## src/include/ssm_defs.svh

```systemverilog
// ssm_defs.svh: timing constants and field positions for the satellite sync mode control block
// assumes a 10 MHz core clock (100 ns period); included by bare name
`ifndef SSM_DEFS_SVH
`define SSM_DEFS_SVH

`define SSM_CLK_PERIOD_NS     100
// sync pulse high time options, ns
`define SSM_SEL_A_NS          30000
`define SSM_SEL_B_NS          60000
`define SSM_SEL_C_NS          120000
`define SSM_SEL_D_NS          250000
// trigger to pulse delay, low-limit start, low-limit duration, blanking, ns
`define SSM_TRIG_DLY_NS       2000
`define SSM_LOWLIM_START_NS   1500
`define SSM_LOWLIM_LEN_NS     200
`define SSM_BLANK_NS          100000
// cycle counts: least times round up, at least one cycle
`define SSM_CYC_UP(ns) (((ns) + `SSM_CLK_PERIOD_NS - 1) / `SSM_CLK_PERIOD_NS)
`define SSM_CNT_W             12
// field positions of the sync time selection in the main configuration word
`define SSM_SEL_HI            9
`define SSM_SEL_LO            8
`define SSM_CHANNELS          4
`define SSM_MSG_W             16

`endif

```

## src/include/ssm_pkg.sv

```systemverilog
// ssm_pkg.sv: types for the satellite sync mode control block
// assumes ssm_defs.svh for all numeric constants
package ssm_pkg;
  typedef enum logic [1:0] {
    SSM_MODE_RECEIVE,
    SSM_MODE_SYNC,
    SSM_MODE_HV,
    SSM_MODE_OFF
  } ssm_mode_e;

  typedef enum logic [2:0] {
    SSM_ST_IDLE,
    SSM_ST_DELAY,
    SSM_ST_LOWLIM,
    SSM_ST_PULSE,
    SSM_ST_BLANK
  } ssm_state_e;
endpackage : ssm_pkg

```

## src/hdl/ssm_sync2.sv

```systemverilog
// ssm_sync2.sv: two-flop synchroniser for one level from outside the clock domain
// assumes a single clock, synchronous active-high reset, clock enable
`timescale 1ns/1ps
module ssm_sync2 (
  input  wire logic clk,
  input  wire logic srst,
  input  wire logic ce,
  input  wire logic d,
  output logic      q
);
  logic meta_r;

  // the first stage feeds only the second stage
  always_ff @(posedge clk) begin
    if (srst) begin
      meta_r <= 1'b0;
      q      <= 1'b0;
    end else if (ce) begin
      meta_r <= d;
      q      <= meta_r;
    end
  end
endmodule : ssm_sync2

```

## src/hdl/ssm_buf2.sv

```systemverilog
// ssm_buf2.sv: two-entry valid/ready buffer for decoded satellite words
// assumes single clock; the drain side may stall at any time
`timescale 1ns/1ps
`include "ssm_defs.svh"
module ssm_buf2 #(
  parameter int W = `SSM_MSG_W
) (
  input  wire logic         clk,
  input  wire logic         srst,
  input  wire logic         ce,
  input  wire logic         in_valid,
  output logic              in_ready,
  input  wire logic [W-1:0] in_data,
  output logic              out_valid,
  input  wire logic         out_ready,
  output logic [W-1:0]      out_data
);
  logic [W-1:0] mem_r [2];
  logic         wp_r;
  logic         rp_r;
  logic [1:0]   cnt_r;
  logic         push;
  logic         pop;

  assign in_ready  = (cnt_r != 2'h2);
  assign out_valid = (cnt_r != 2'h0);
  assign out_data  = mem_r[rp_r];
  assign push      = in_valid && in_ready;
  assign pop       = out_valid && out_ready;

  // storage is not reset; only occupancy matters
  always_ff @(posedge clk) begin
    if (ce && push) begin
      mem_r[wp_r] <= in_data;
    end
  end

  // pointers and count
  always_ff @(posedge clk) begin
    if (srst) begin
      wp_r  <= 1'b0;
      rp_r  <= 1'b0;
      cnt_r <= 2'h0;
    end else if (ce) begin
      if (push) begin
        wp_r <= ~wp_r;
      end
      if (pop) begin
        rp_r <= ~rp_r;
      end
      cnt_r <= cnt_r + {1'b0, push} - {1'b0, pop};
    end
  end
endmodule : ssm_buf2

```

## src/hdl/ssm_ctrl.sv

```systemverilog
// ssm_ctrl.sv: sync pulse sequencing, receiver blanking and message path for four channels
// assumes ssm_defs.svh, ssm_pkg, ssm_sync2, ssm_buf2; sync trigger is an async pin
//
// Behaviour
// (RULE1) after trigger rise plus fixed delay, pulse all channels in sync or HV mode
// (RULE2) pulse high time follows the two-bit sync time selection field
// (RULE3) selection resets to the shortest option until software writes it
// (RULE4) messages keep flowing in sync or HV mode without any trigger
// (RULE5) host picks options a/b in sync mode, c/d in HV mode
// (RULE6) host discards HV-mode messages while short-to-battery flag is set
// (RULE7) reduced current limit starts fixed time after trigger, lasts 200 ns
// (RULE8) trigger changes ignored and no new pulse while blanking runs
// (RULE9) decoders disabled through pulse and whole blanking interval
// (RULE10) blanking interval is timed from the trigger rising edge
// (RULE11) one command enables both sync and HV mode, using the sync supply
// (RULE12) up to two satellites share a channel by time slots after the pulse
// (RULE13) receive mode is asynchronous, continuous, with no sync pulses
// (RULE14) decoded words go to the sensor host port; config port resets circuits
// (RULE15) sensed channel current is demodulated into a bit stream for decoding
// (RULE16) all channel outputs stay off while logic supply is absent
// (RULE17) sync mode outputs sit at receive level except during each pulse
// (RULE18) in HV mode host gates the receiver around each sent frame
// (RULE19) trigger is synchronised and its rising edge detected before timing
// (RULE20) delay, pulse and blanking timed by counters with named constants
`timescale 1ns/1ps
`include "ssm_defs.svh"
module ssm_ctrl (
  input  wire logic                         clk,
  input  wire logic                         srst,
  input  wire logic                         ce,
  input  wire logic                         sync_trigger_in,
  input  wire logic                         logic_supply_ok,
  input  wire logic                         config_host_reset,
  input  wire logic                         sync_mode_cmd,
  input  wire logic                         sync_mode_cmd_stb,
  input  wire logic                         hv_select,
  input  wire logic [1:0]                   main_config_reg_sel,
  input  wire logic                         main_config_reg_stb,
  input  wire logic                         receiver_enable,
  input  wire logic [`SSM_CHANNELS-1:0]     sensor_current_high,
  input  wire logic [`SSM_CHANNELS-1:0]     decoded_valid,
  input  wire logic [`SSM_MSG_W-1:0]        decoded_data,
  output logic                              decoded_ready,
  output logic                              sensor_host_port_valid,
  input  wire logic                         sensor_host_port_ready,
  output logic [`SSM_MSG_W-1:0]             sensor_host_port_data,
  output logic [`SSM_CHANNELS-1:0]          sensor_channel_out,
  output logic [`SSM_CHANNELS-1:0]          channel_hv_out,
  output logic [`SSM_CHANNELS-1:0]          low_limit_out,
  output logic [`SSM_CHANNELS-1:0]          decoder_enable_out,
  output logic [`SSM_CHANNELS-1:0]          demod_bit_out,
  output logic                              sync_supply_sel_out,
  output logic                              blanking_out
);
  // cycle counts round up so no window comes out shorter than its nominal time
  localparam int CW = `SSM_CNT_W;
  localparam logic [CW-1:0] DLY_CYC  = CW'(`SSM_CYC_UP(`SSM_TRIG_DLY_NS));
  localparam logic [CW-1:0] LLS_CYC  = CW'(`SSM_CYC_UP(`SSM_LOWLIM_START_NS));
  localparam logic [CW-1:0] LLL_CYC  = CW'(`SSM_CYC_UP(`SSM_LOWLIM_LEN_NS));
  localparam logic [CW-1:0] BLK_CYC  = CW'(`SSM_CYC_UP(`SSM_BLANK_NS));

  ////////////////////////////////////////////////////////////////////////////////
  // pulse length decode, used for the running pulse and its end check
  // the four options lie far apart, so a wrong decode shows as a gross length error
  function automatic logic [CW-1:0] pulse_cycles(input logic [1:0] sel);
    case (sel)
      2'h0:    pulse_cycles = CW'(`SSM_CYC_UP(`SSM_SEL_A_NS));
      2'h1:    pulse_cycles = CW'(`SSM_CYC_UP(`SSM_SEL_B_NS));
      2'h2:    pulse_cycles = CW'(`SSM_CYC_UP(`SSM_SEL_C_NS));
      default: pulse_cycles = CW'(`SSM_CYC_UP(`SSM_SEL_D_NS));
    endcase
  endfunction : pulse_cycles

  ////////////////////////////////////////////////////////////////////////////////
  logic                   trig_s;
  logic                   trig_d_r;
  logic                   trig_rise;
  logic                   trig_take;
  logic                   supply_s;
  logic [`SSM_CHANNELS-1:0] cur_s;
  logic                   sync_en_r;
  logic                   hv_r;
  logic [1:0]             sel_r;
  logic [1:0]             run_sel_r;
  ssm_pkg::ssm_state_e    st_r;
  logic [CW-1:0]          seq_cnt_r;
  logic [CW-1:0]          blk_cnt_r;
  logic                   blk_r;
  logic                   pulse_act;
  logic                   low_act;
  logic                   dec_on;
  logic                   buf_in_ready;

  // external levels pass two flops before use
  // the trigger's two cycles of latency add to the fixed trigger delay, which is counted from the detected edge
  ssm_sync2 u_trig (
    .clk  (clk),
    .srst (srst),
    .ce   (ce),
    .d    (sync_trigger_in),
    .q    (trig_s)
  ); // RULE19
  ssm_sync2 u_supply (
    .clk  (clk),
    .srst (srst),
    .ce   (ce),
    .d    (logic_supply_ok),
    .q    (supply_s)
  );

  // current comparators sit in the analog domain, so each is synchronised
  generate
    for (genvar g = 0; g < `SSM_CHANNELS; g++) begin : g_cur
      ssm_sync2 u_cur (
        .clk  (clk),
        .srst (srst),
        .ce   (ce),
        .d    (sensor_current_high[g]),
        .q    (cur_s[g])
      );
    end
  endgenerate

  ////////////////////////////////////////////////////////////////////////////////
  // edge detect on the synchronised trigger only
  // reset value matches the idle low pin, so no false edge follows reset
  always_ff @(posedge clk) begin
    if (srst) begin
      trig_d_r <= 1'b0;
    end else if (ce) begin
      trig_d_r <= trig_s;
    end
  end
  assign trig_rise = trig_s && !trig_d_r; // RULE19
  // a trigger counts only in sync or HV mode, outside blanking and with the
  // sequencer idle; one term starts both timers so they cannot disagree
  assign trig_take = trig_rise && sync_en_r && !blk_r &&
                     (st_r == ssm_pkg::SSM_ST_IDLE); // RULE8 RULE13

  ////////////////////////////////////////////////////////////////////////////////
  // mode and selection state; a config-port reset returns to receive mode
  // the selection is only a request; the sequencer copies it when a trigger is taken
  always_ff @(posedge clk) begin
    if (srst || config_host_reset) begin // RULE14
      sync_en_r <= 1'b0;
      hv_r      <= 1'b0;
      sel_r     <= 2'h0; // RULE3
    end else if (ce) begin
      if (sync_mode_cmd_stb) begin
        sync_en_r <= sync_mode_cmd; // RULE11
        hv_r      <= hv_select;
      end
      if (main_config_reg_stb) begin
        sel_r <= main_config_reg_sel; // RULE2
      end
    end
  end

  ////////////////////////////////////////////////////////////////////////////////
  // blanking timer, started by the trigger edge itself
  // blanking may outlast a short pulse; decoders wait for whichever ends later
  always_ff @(posedge clk) begin
    if (srst || config_host_reset) begin
      blk_r     <= 1'b0;
      blk_cnt_r <= '0;
    end else if (ce) begin
      if (trig_take) begin // RULE10 RULE8
        blk_r     <= 1'b1;
        blk_cnt_r <= BLK_CYC - CW'(1);
      end else if (blk_r) begin
        if (blk_cnt_r == '0) begin
          blk_r <= 1'b0;
        end else begin
          blk_cnt_r <= blk_cnt_r - CW'(1);
        end
      end
    end
  end

  ////////////////////////////////////////////////////////////////////////////////
  // pulse sequence: delay, reduced-limit slot, pulse high
  // a pulse that outlasts blanking still finishes; edges during it are ignored
  // the selection is copied at the trigger so a later write cannot stretch a pulse
  always_ff @(posedge clk) begin
    if (srst || config_host_reset) begin
      st_r      <= ssm_pkg::SSM_ST_IDLE;
      seq_cnt_r <= '0;
      run_sel_r <= 2'h0;
    end else if (ce) begin
      case (st_r)
        ssm_pkg::SSM_ST_IDLE: begin
          if (trig_take) begin // RULE1 RULE8 RULE13
            st_r      <= ssm_pkg::SSM_ST_DELAY;
            seq_cnt_r <= CW'(1);
            run_sel_r <= sel_r;
          end
        end
        ssm_pkg::SSM_ST_DELAY: begin
          seq_cnt_r <= seq_cnt_r + CW'(1);
          if (seq_cnt_r == LLS_CYC) begin // RULE7
            st_r <= ssm_pkg::SSM_ST_LOWLIM;
          end
        end
        ssm_pkg::SSM_ST_LOWLIM: begin
          seq_cnt_r <= seq_cnt_r + CW'(1);
          if (seq_cnt_r == LLS_CYC + LLL_CYC) begin // RULE7
            st_r <= ssm_pkg::SSM_ST_PULSE;
          end
        end
        ssm_pkg::SSM_ST_PULSE: begin
          seq_cnt_r <= seq_cnt_r + CW'(1);
          if (seq_cnt_r == DLY_CYC + pulse_cycles(run_sel_r)) begin // RULE2 RULE20
            st_r <= ssm_pkg::SSM_ST_BLANK;
          end
        end
        ssm_pkg::SSM_ST_BLANK: begin
          if (!blk_r) begin
            st_r <= ssm_pkg::SSM_ST_IDLE;
          end
        end
        default: st_r <= ssm_pkg::SSM_ST_IDLE;
      endcase
    end
  end

  // pulse proper begins once the trigger delay has run out
  assign pulse_act = (st_r == ssm_pkg::SSM_ST_PULSE) && (seq_cnt_r > DLY_CYC); // RULE1
  // the reduced limit holds for its own window only; the rest of the delay runs
  // at the normal limit so the pins can recharge before the pulse
  assign low_act   = (st_r == ssm_pkg::SSM_ST_LOWLIM); // RULE7
  // decoders run while receiver_enable is high, unless a pulse or blanking is in progress
  assign dec_on    = receiver_enable && !blk_r &&
                     (st_r == ssm_pkg::SSM_ST_IDLE ||
                      st_r == ssm_pkg::SSM_ST_BLANK); // RULE9 RULE4 RULE18

  ////////////////////////////////////////////////////////////////////////////////
  // registered channel outputs; lost supply forces every channel output and the supply select off, not blanking_out
  // outputs are registered so the pins never glitch on a state change
  always_ff @(posedge clk) begin
    if (srst) begin
      sensor_channel_out  <= '0;
      channel_hv_out      <= '0;
      low_limit_out       <= '0;
      decoder_enable_out  <= '0;
      demod_bit_out       <= '0;
      sync_supply_sel_out <= 1'b0;
      blanking_out        <= 1'b0;
    end else if (ce) begin
      sensor_channel_out  <= {`SSM_CHANNELS{supply_s}}; // RULE16
      channel_hv_out      <= {`SSM_CHANNELS{supply_s && pulse_act &&
                              (hv_r || sync_en_r)}}; // RULE17 RULE12
      low_limit_out       <= {`SSM_CHANNELS{supply_s && low_act}}; // RULE7
      decoder_enable_out  <= {`SSM_CHANNELS{supply_s && dec_on}}; // RULE9
      demod_bit_out       <= cur_s & {`SSM_CHANNELS{supply_s && dec_on}}; // RULE15
      sync_supply_sel_out <= supply_s && sync_en_r; // RULE11
      blanking_out        <= blk_r;
    end
  end

  ////////////////////////////////////////////////////////////////////////////////
  // decoded word path toward the sensor host port; stall holds the decoder
  logic [`SSM_MSG_W-1:0] bo_data;
  logic                  bo_valid;
  logic                  bo_take;
  logic                  dec_push;
  logic                  bo_pop;
  logic                  buf_fills;

  // the source sees ready one cycle late, so ready drops whenever the word that
  // may arrive now could take the last free entry; no word is lost or taken
  // twice, at the price of an idle cycle when the buffer is nearly full
  assign dec_push  = (|decoded_valid) && decoded_ready; // RULE14
  assign bo_pop    = bo_valid && bo_take;
  assign buf_fills = !bo_pop && (!buf_in_ready || (bo_valid && dec_push));

  ssm_buf2 #(
    .W (`SSM_MSG_W)
  ) u_buf (
    .clk       (clk),
    .srst      (srst),
    .ce        (ce),
    .in_valid  (dec_push),
    .in_ready  (buf_in_ready),
    .in_data   (decoded_data),
    .out_valid (bo_valid),
    .out_ready (bo_take),
    .out_data  (bo_data)
  ); // RULE14

  // output stage register so port outputs come from flops
  // a word waits here while the host stalls; the buffer absorbs two more
  assign bo_take = !sensor_host_port_valid || sensor_host_port_ready;
  always_ff @(posedge clk) begin
    if (srst) begin
      sensor_host_port_valid <= 1'b0;
      sensor_host_port_data  <= '0;
      decoded_ready          <= 1'b0;
    end else if (ce) begin
      decoded_ready <= !buf_fills;
      if (bo_take) begin
        sensor_host_port_valid <= bo_valid;
        sensor_host_port_data  <= bo_data;
      end
    end
  end
endmodule : ssm_ctrl

```

## config.mk

```make
export PLATFORM = sky130hd
export DESIGN_NAME = ssm_ctrl
export DESIGN_NICKNAME = d
export VERILOG_FILES = /design/src/include/ssm_pkg.sv /design/src/hdl/ssm_sync2.sv /design/src/hdl/ssm_buf2.sv /design/src/hdl/ssm_ctrl.sv
export VERILOG_INCLUDE_DIRS = /design/src /design/src/include
export SDC_FILE = /design/constraint.sdc
export NUM_CORES = 1
export LEC_CHECK = 0
export BUFFER_PORTS_ARGS = -buffer_cell sky130_fd_sc_hd__buf_2
export CAP_MARGIN = 40
export CORE_UTILIZATION = 42
export DETAILED_ROUTE_END_ITERATION = 12
export GPL_TIMING_DRIVEN = 0
export PLACE_DENSITY = 0.67
export SLEW_MARGIN = 40
export SYNTH_ARGS = -nofsm -noshare
export SYNTH_HDL_FRONTEND = slang
export SYNTH_SLANG_ARGS = --single-unit
```

## constraint.sdc

```tcl
create_clock -name clk -period 2.8 [get_ports clk]
set_clock_uncertainty 0.1 [all_clocks]
set_input_delay 0.28 -clock clk [delete_from_list [all_inputs] [get_ports clk]]
set_output_delay 0.28 -clock clk [all_outputs]
set_load 0.02 [all_outputs]
```

==> impl_results.md <==
- Yosys top cell by area: dfxtp_1
- Critical path buffers and inverters: 1
- # hold bufs at CTS: 0
- Slew @ Worst Pin: 0.711 ns
- # clock sinks: 111
- Total gr overflow: 0
- Synth cell types: 53
- H-tree levels: 3
- Final hold slack: between 0.01 and 0.015 ns
- # DRC: 0
- Final Util: 0.522
- Synth top area cells: dfxtp_1 33%, edfxtp_1 20%, mux2i_1 6.4%
- Commonest cells after routing, fill and taps aside: 77 x dfxtp_1, 77 x buf_2, 63 x nor2_1
- Max_slew headroom: 0.526
- Slowest stage delay, CP: between 0.5 and 0.6 ns
- Syn avg cell area: 10.3 sq um
- Number of synthesized flops with an enable pin: 32
- Vias in the first global route: 3490
- Iteration-0 DRC Markers: 145
- Design area: 5780 sq um
- Status: completed
- Placed Area: 5430 sq um
- Crit Path Max Fanout: 5
- WL per Instance: approximately 15 microns
- Total track usage: 0.182
- Startpoint Class: flip-flop
- Final ANT Viol Nets: 0
- Synthesis-stage register bit count: 111
- Max Freq: 377 MHz
- Register area share after synthesis: 0.523
- Vias per cell: 5.17
- Max-slew violations: 0
- Cell area after synthesis: 4860 sq um
- # port buffers: 77
- Type of the worst min-delay path: input port to flip-flop
- Antenna violations before repair: 2
- TritonCTS clock tree: built
- Area of the core: ~11000 sq um
- Initial Util: 0.439
- Die X: 110 microns
- Kind of critical path: flip-flop to flip-flop
- TritonCTS buffer count: 9
- Via count: between 3000 and 4000
- # nets final: 612
- Crit. End Element: flip-flop
- Tcrit/Tclk final: 0.946
- Worst Path Required: 2.94 ns
- Root buffer cell: clkbuf_16
- Data arrival, critical path: 2.79 ns
- Final Hold Fails: 0
- Worst path slowest cell: or4_4
- Max Cap Viol: 0
- Cell family with most CP delay: simple AND/OR/NAND/NOR gates
- Syn Inst Count: between 400 and 500
- Ys flop type: dfxtp_1
- Final GP Congestion: between 0.8 and 0.9
- Layout cells sized above 1: 0.223
- Clock transition at the registers of the reported paths: approximately 0.08 ns
- Lkg Pwr: 2.27 nW
- Synth warn: 0
- HPWL Detailed: roughly 7.5 mm
- First-pass GRT wire length: roughly 16 mm
- Worst vdd ir: 0.375 mV
- Syn nets: 523
- Drt total wl: 10.4 mm
- Largest net degree at the start of global routing: 20
- I/O Pins: 78
- Die height: ~110 microns
- Clock Tree Buf Depth: 2
- RSZ-0062 raised after global routing: no
- TritonRoute pass-1 iters: 4
- Pwr Total: 0.00361 W
- Die ar.: 12000 sq um
- Post-synth top area share: 0.325
- Power density relative to cell area: 625 nW/um^2
- Syn-to-layout area delta: 18.8%
- Num rows: 38
- Asr flop ratio synth: 0
- Crit-path cells: inv_1 > ha_1 > or2_2 > ha_4 > o21ai_0 > xnor3_1 > or4_4 > a21o_1 > a32o_1
- Min Tclk post-route: about 2.6 ns
- Clk_lat worst skew: 0.35 ns
- Final setup viols: 0
[repair_timing]
item | CTS | global route
setup endpoints to repair | 2 | 2
setup buffers | 0 | 1
gates resized for setup | 3 | 4
pin swaps | 0 | 3
cloned | 0 | 0
[cell usage after synthesis, types with 5 or more instances]
| library cell | n |
|---|---|
| a211oi_1 | 19 |
| a21oi_1 | 29 |
| buf_4 | 12 |
| clkbuf_1 | 15 |
| dfxtp_1 | 79 |
| edfxtp_1 | 32 |
| ha_1 | 13 |
| inv_1 | 12 |
| mux2i_1 | 31 |
| nand2_1 | 26 |
| nand2b_1 | 5 |
| nand3_1 | 13 |
| nand4_1 | 6 |
| nor2_1 | 64 |
| nor3_1 | 5 |
| nor4_1 | 7 |
| o21ai_0 | 9 |
| o31ai_1 | 5 |
| or4_1 | 7 |
| xnor2_1 | 18 |
| xor2_1 | 9 |
[state kept, by name (all words and copies together), names as in the netlist, 2 cells and up]
name                   cells
blk_cnt_r                 12
demod_bit_out              4
g_cur.u_cur.meta_r         4
g_cur.u_cur.q              4
run_sel_r                  2
sel_r                      2
sensor_host_port_data     16
seq_cnt_r                 12
st_r                       3
u_buf.cnt_r                2
u_buf.mem_r               32
[cell families after synthesis]
logic type | Yosys count | synth area share
XOR/XNOR | 28 | 0.0533
AO/OA/AOI/OAI | 77 | 0.102
buffers and inverters | 47 | 0.0522
AND/OR/NAND/NOR | 165 | 0.173
multiplexers | 31 | 0.0638
flip-flops | 111 | 0.523
adder cells (fa/ha/maj) | 13 | 0.0335
[path summary, 6_finish.rpt]
path	slack (ns)	cells after the start	from	to
setup / recovery	0.15	9	run_sel_r[1]$_SDFFE_PP0P_	st_r[1]$_SDFFE_PP0P_
hold / removal	0.01	1	decoded_data[7]	u_buf.mem_r[1][7]$_DFFE_PP_
setup reg to reg	0.15	9	run_sel_r[1]$_SDFFE_PP0P_	st_r[1]$_SDFFE_PP0P_
hold reg to reg	0.36	2	sel_r[1]$_SDFFE_PP0P_	run_sel_r[1]$_SDFFE_PP0P_
[metal layers]
metal  GRT usage  routed length (microns)  vias to the layer above
li1            -                        -                     1840
met1       0.223                     4510                     1718
met2       0.306                     5120                       83
met3      0.0403                      600                       14
met4      0.0790                      150                        2
met5           0                       13                        -
[power breakdown]
part / total, W / internal [W] / switching (W)
Clock: 0.00132 / 0.000713 / 0.000608
Combinational: 0.000500 / 0.000211 / 0.000289
Sequential: 0.00179 / 0.00174 / 0.0000522
[layout make-up]
| class | count | area, sq um |
|---|---|---|
| fillers | 985 | 5300 |
| multi-input cells | 314 | 2100 |
| clock buffers | 10 | 229 |
| repair buffers | 78 | 393 |
| clock inverters | 6 | 76.3 |
| well taps | 140 | 175 |
| diodes | 1 | 2.50 |
| plain buffers | 35 | 209 |
| flip-flops and latches | 111 | 2550 |
| inverters | 12 | 45.0 |
[per-stage QoR]
stage                     instances  TNS (ns)  worst slack (ns)
after global routing            707         0            0.0149
after detailed placement        689    -0.174            -0.113
final                           707         0             0.150
after CTS                       705         0            0.0158
after global placement          689     -1.61           -0.0998
after floorplan                 472         0             0.178
No activity file was read; power rests on OpenSTA's default activity.
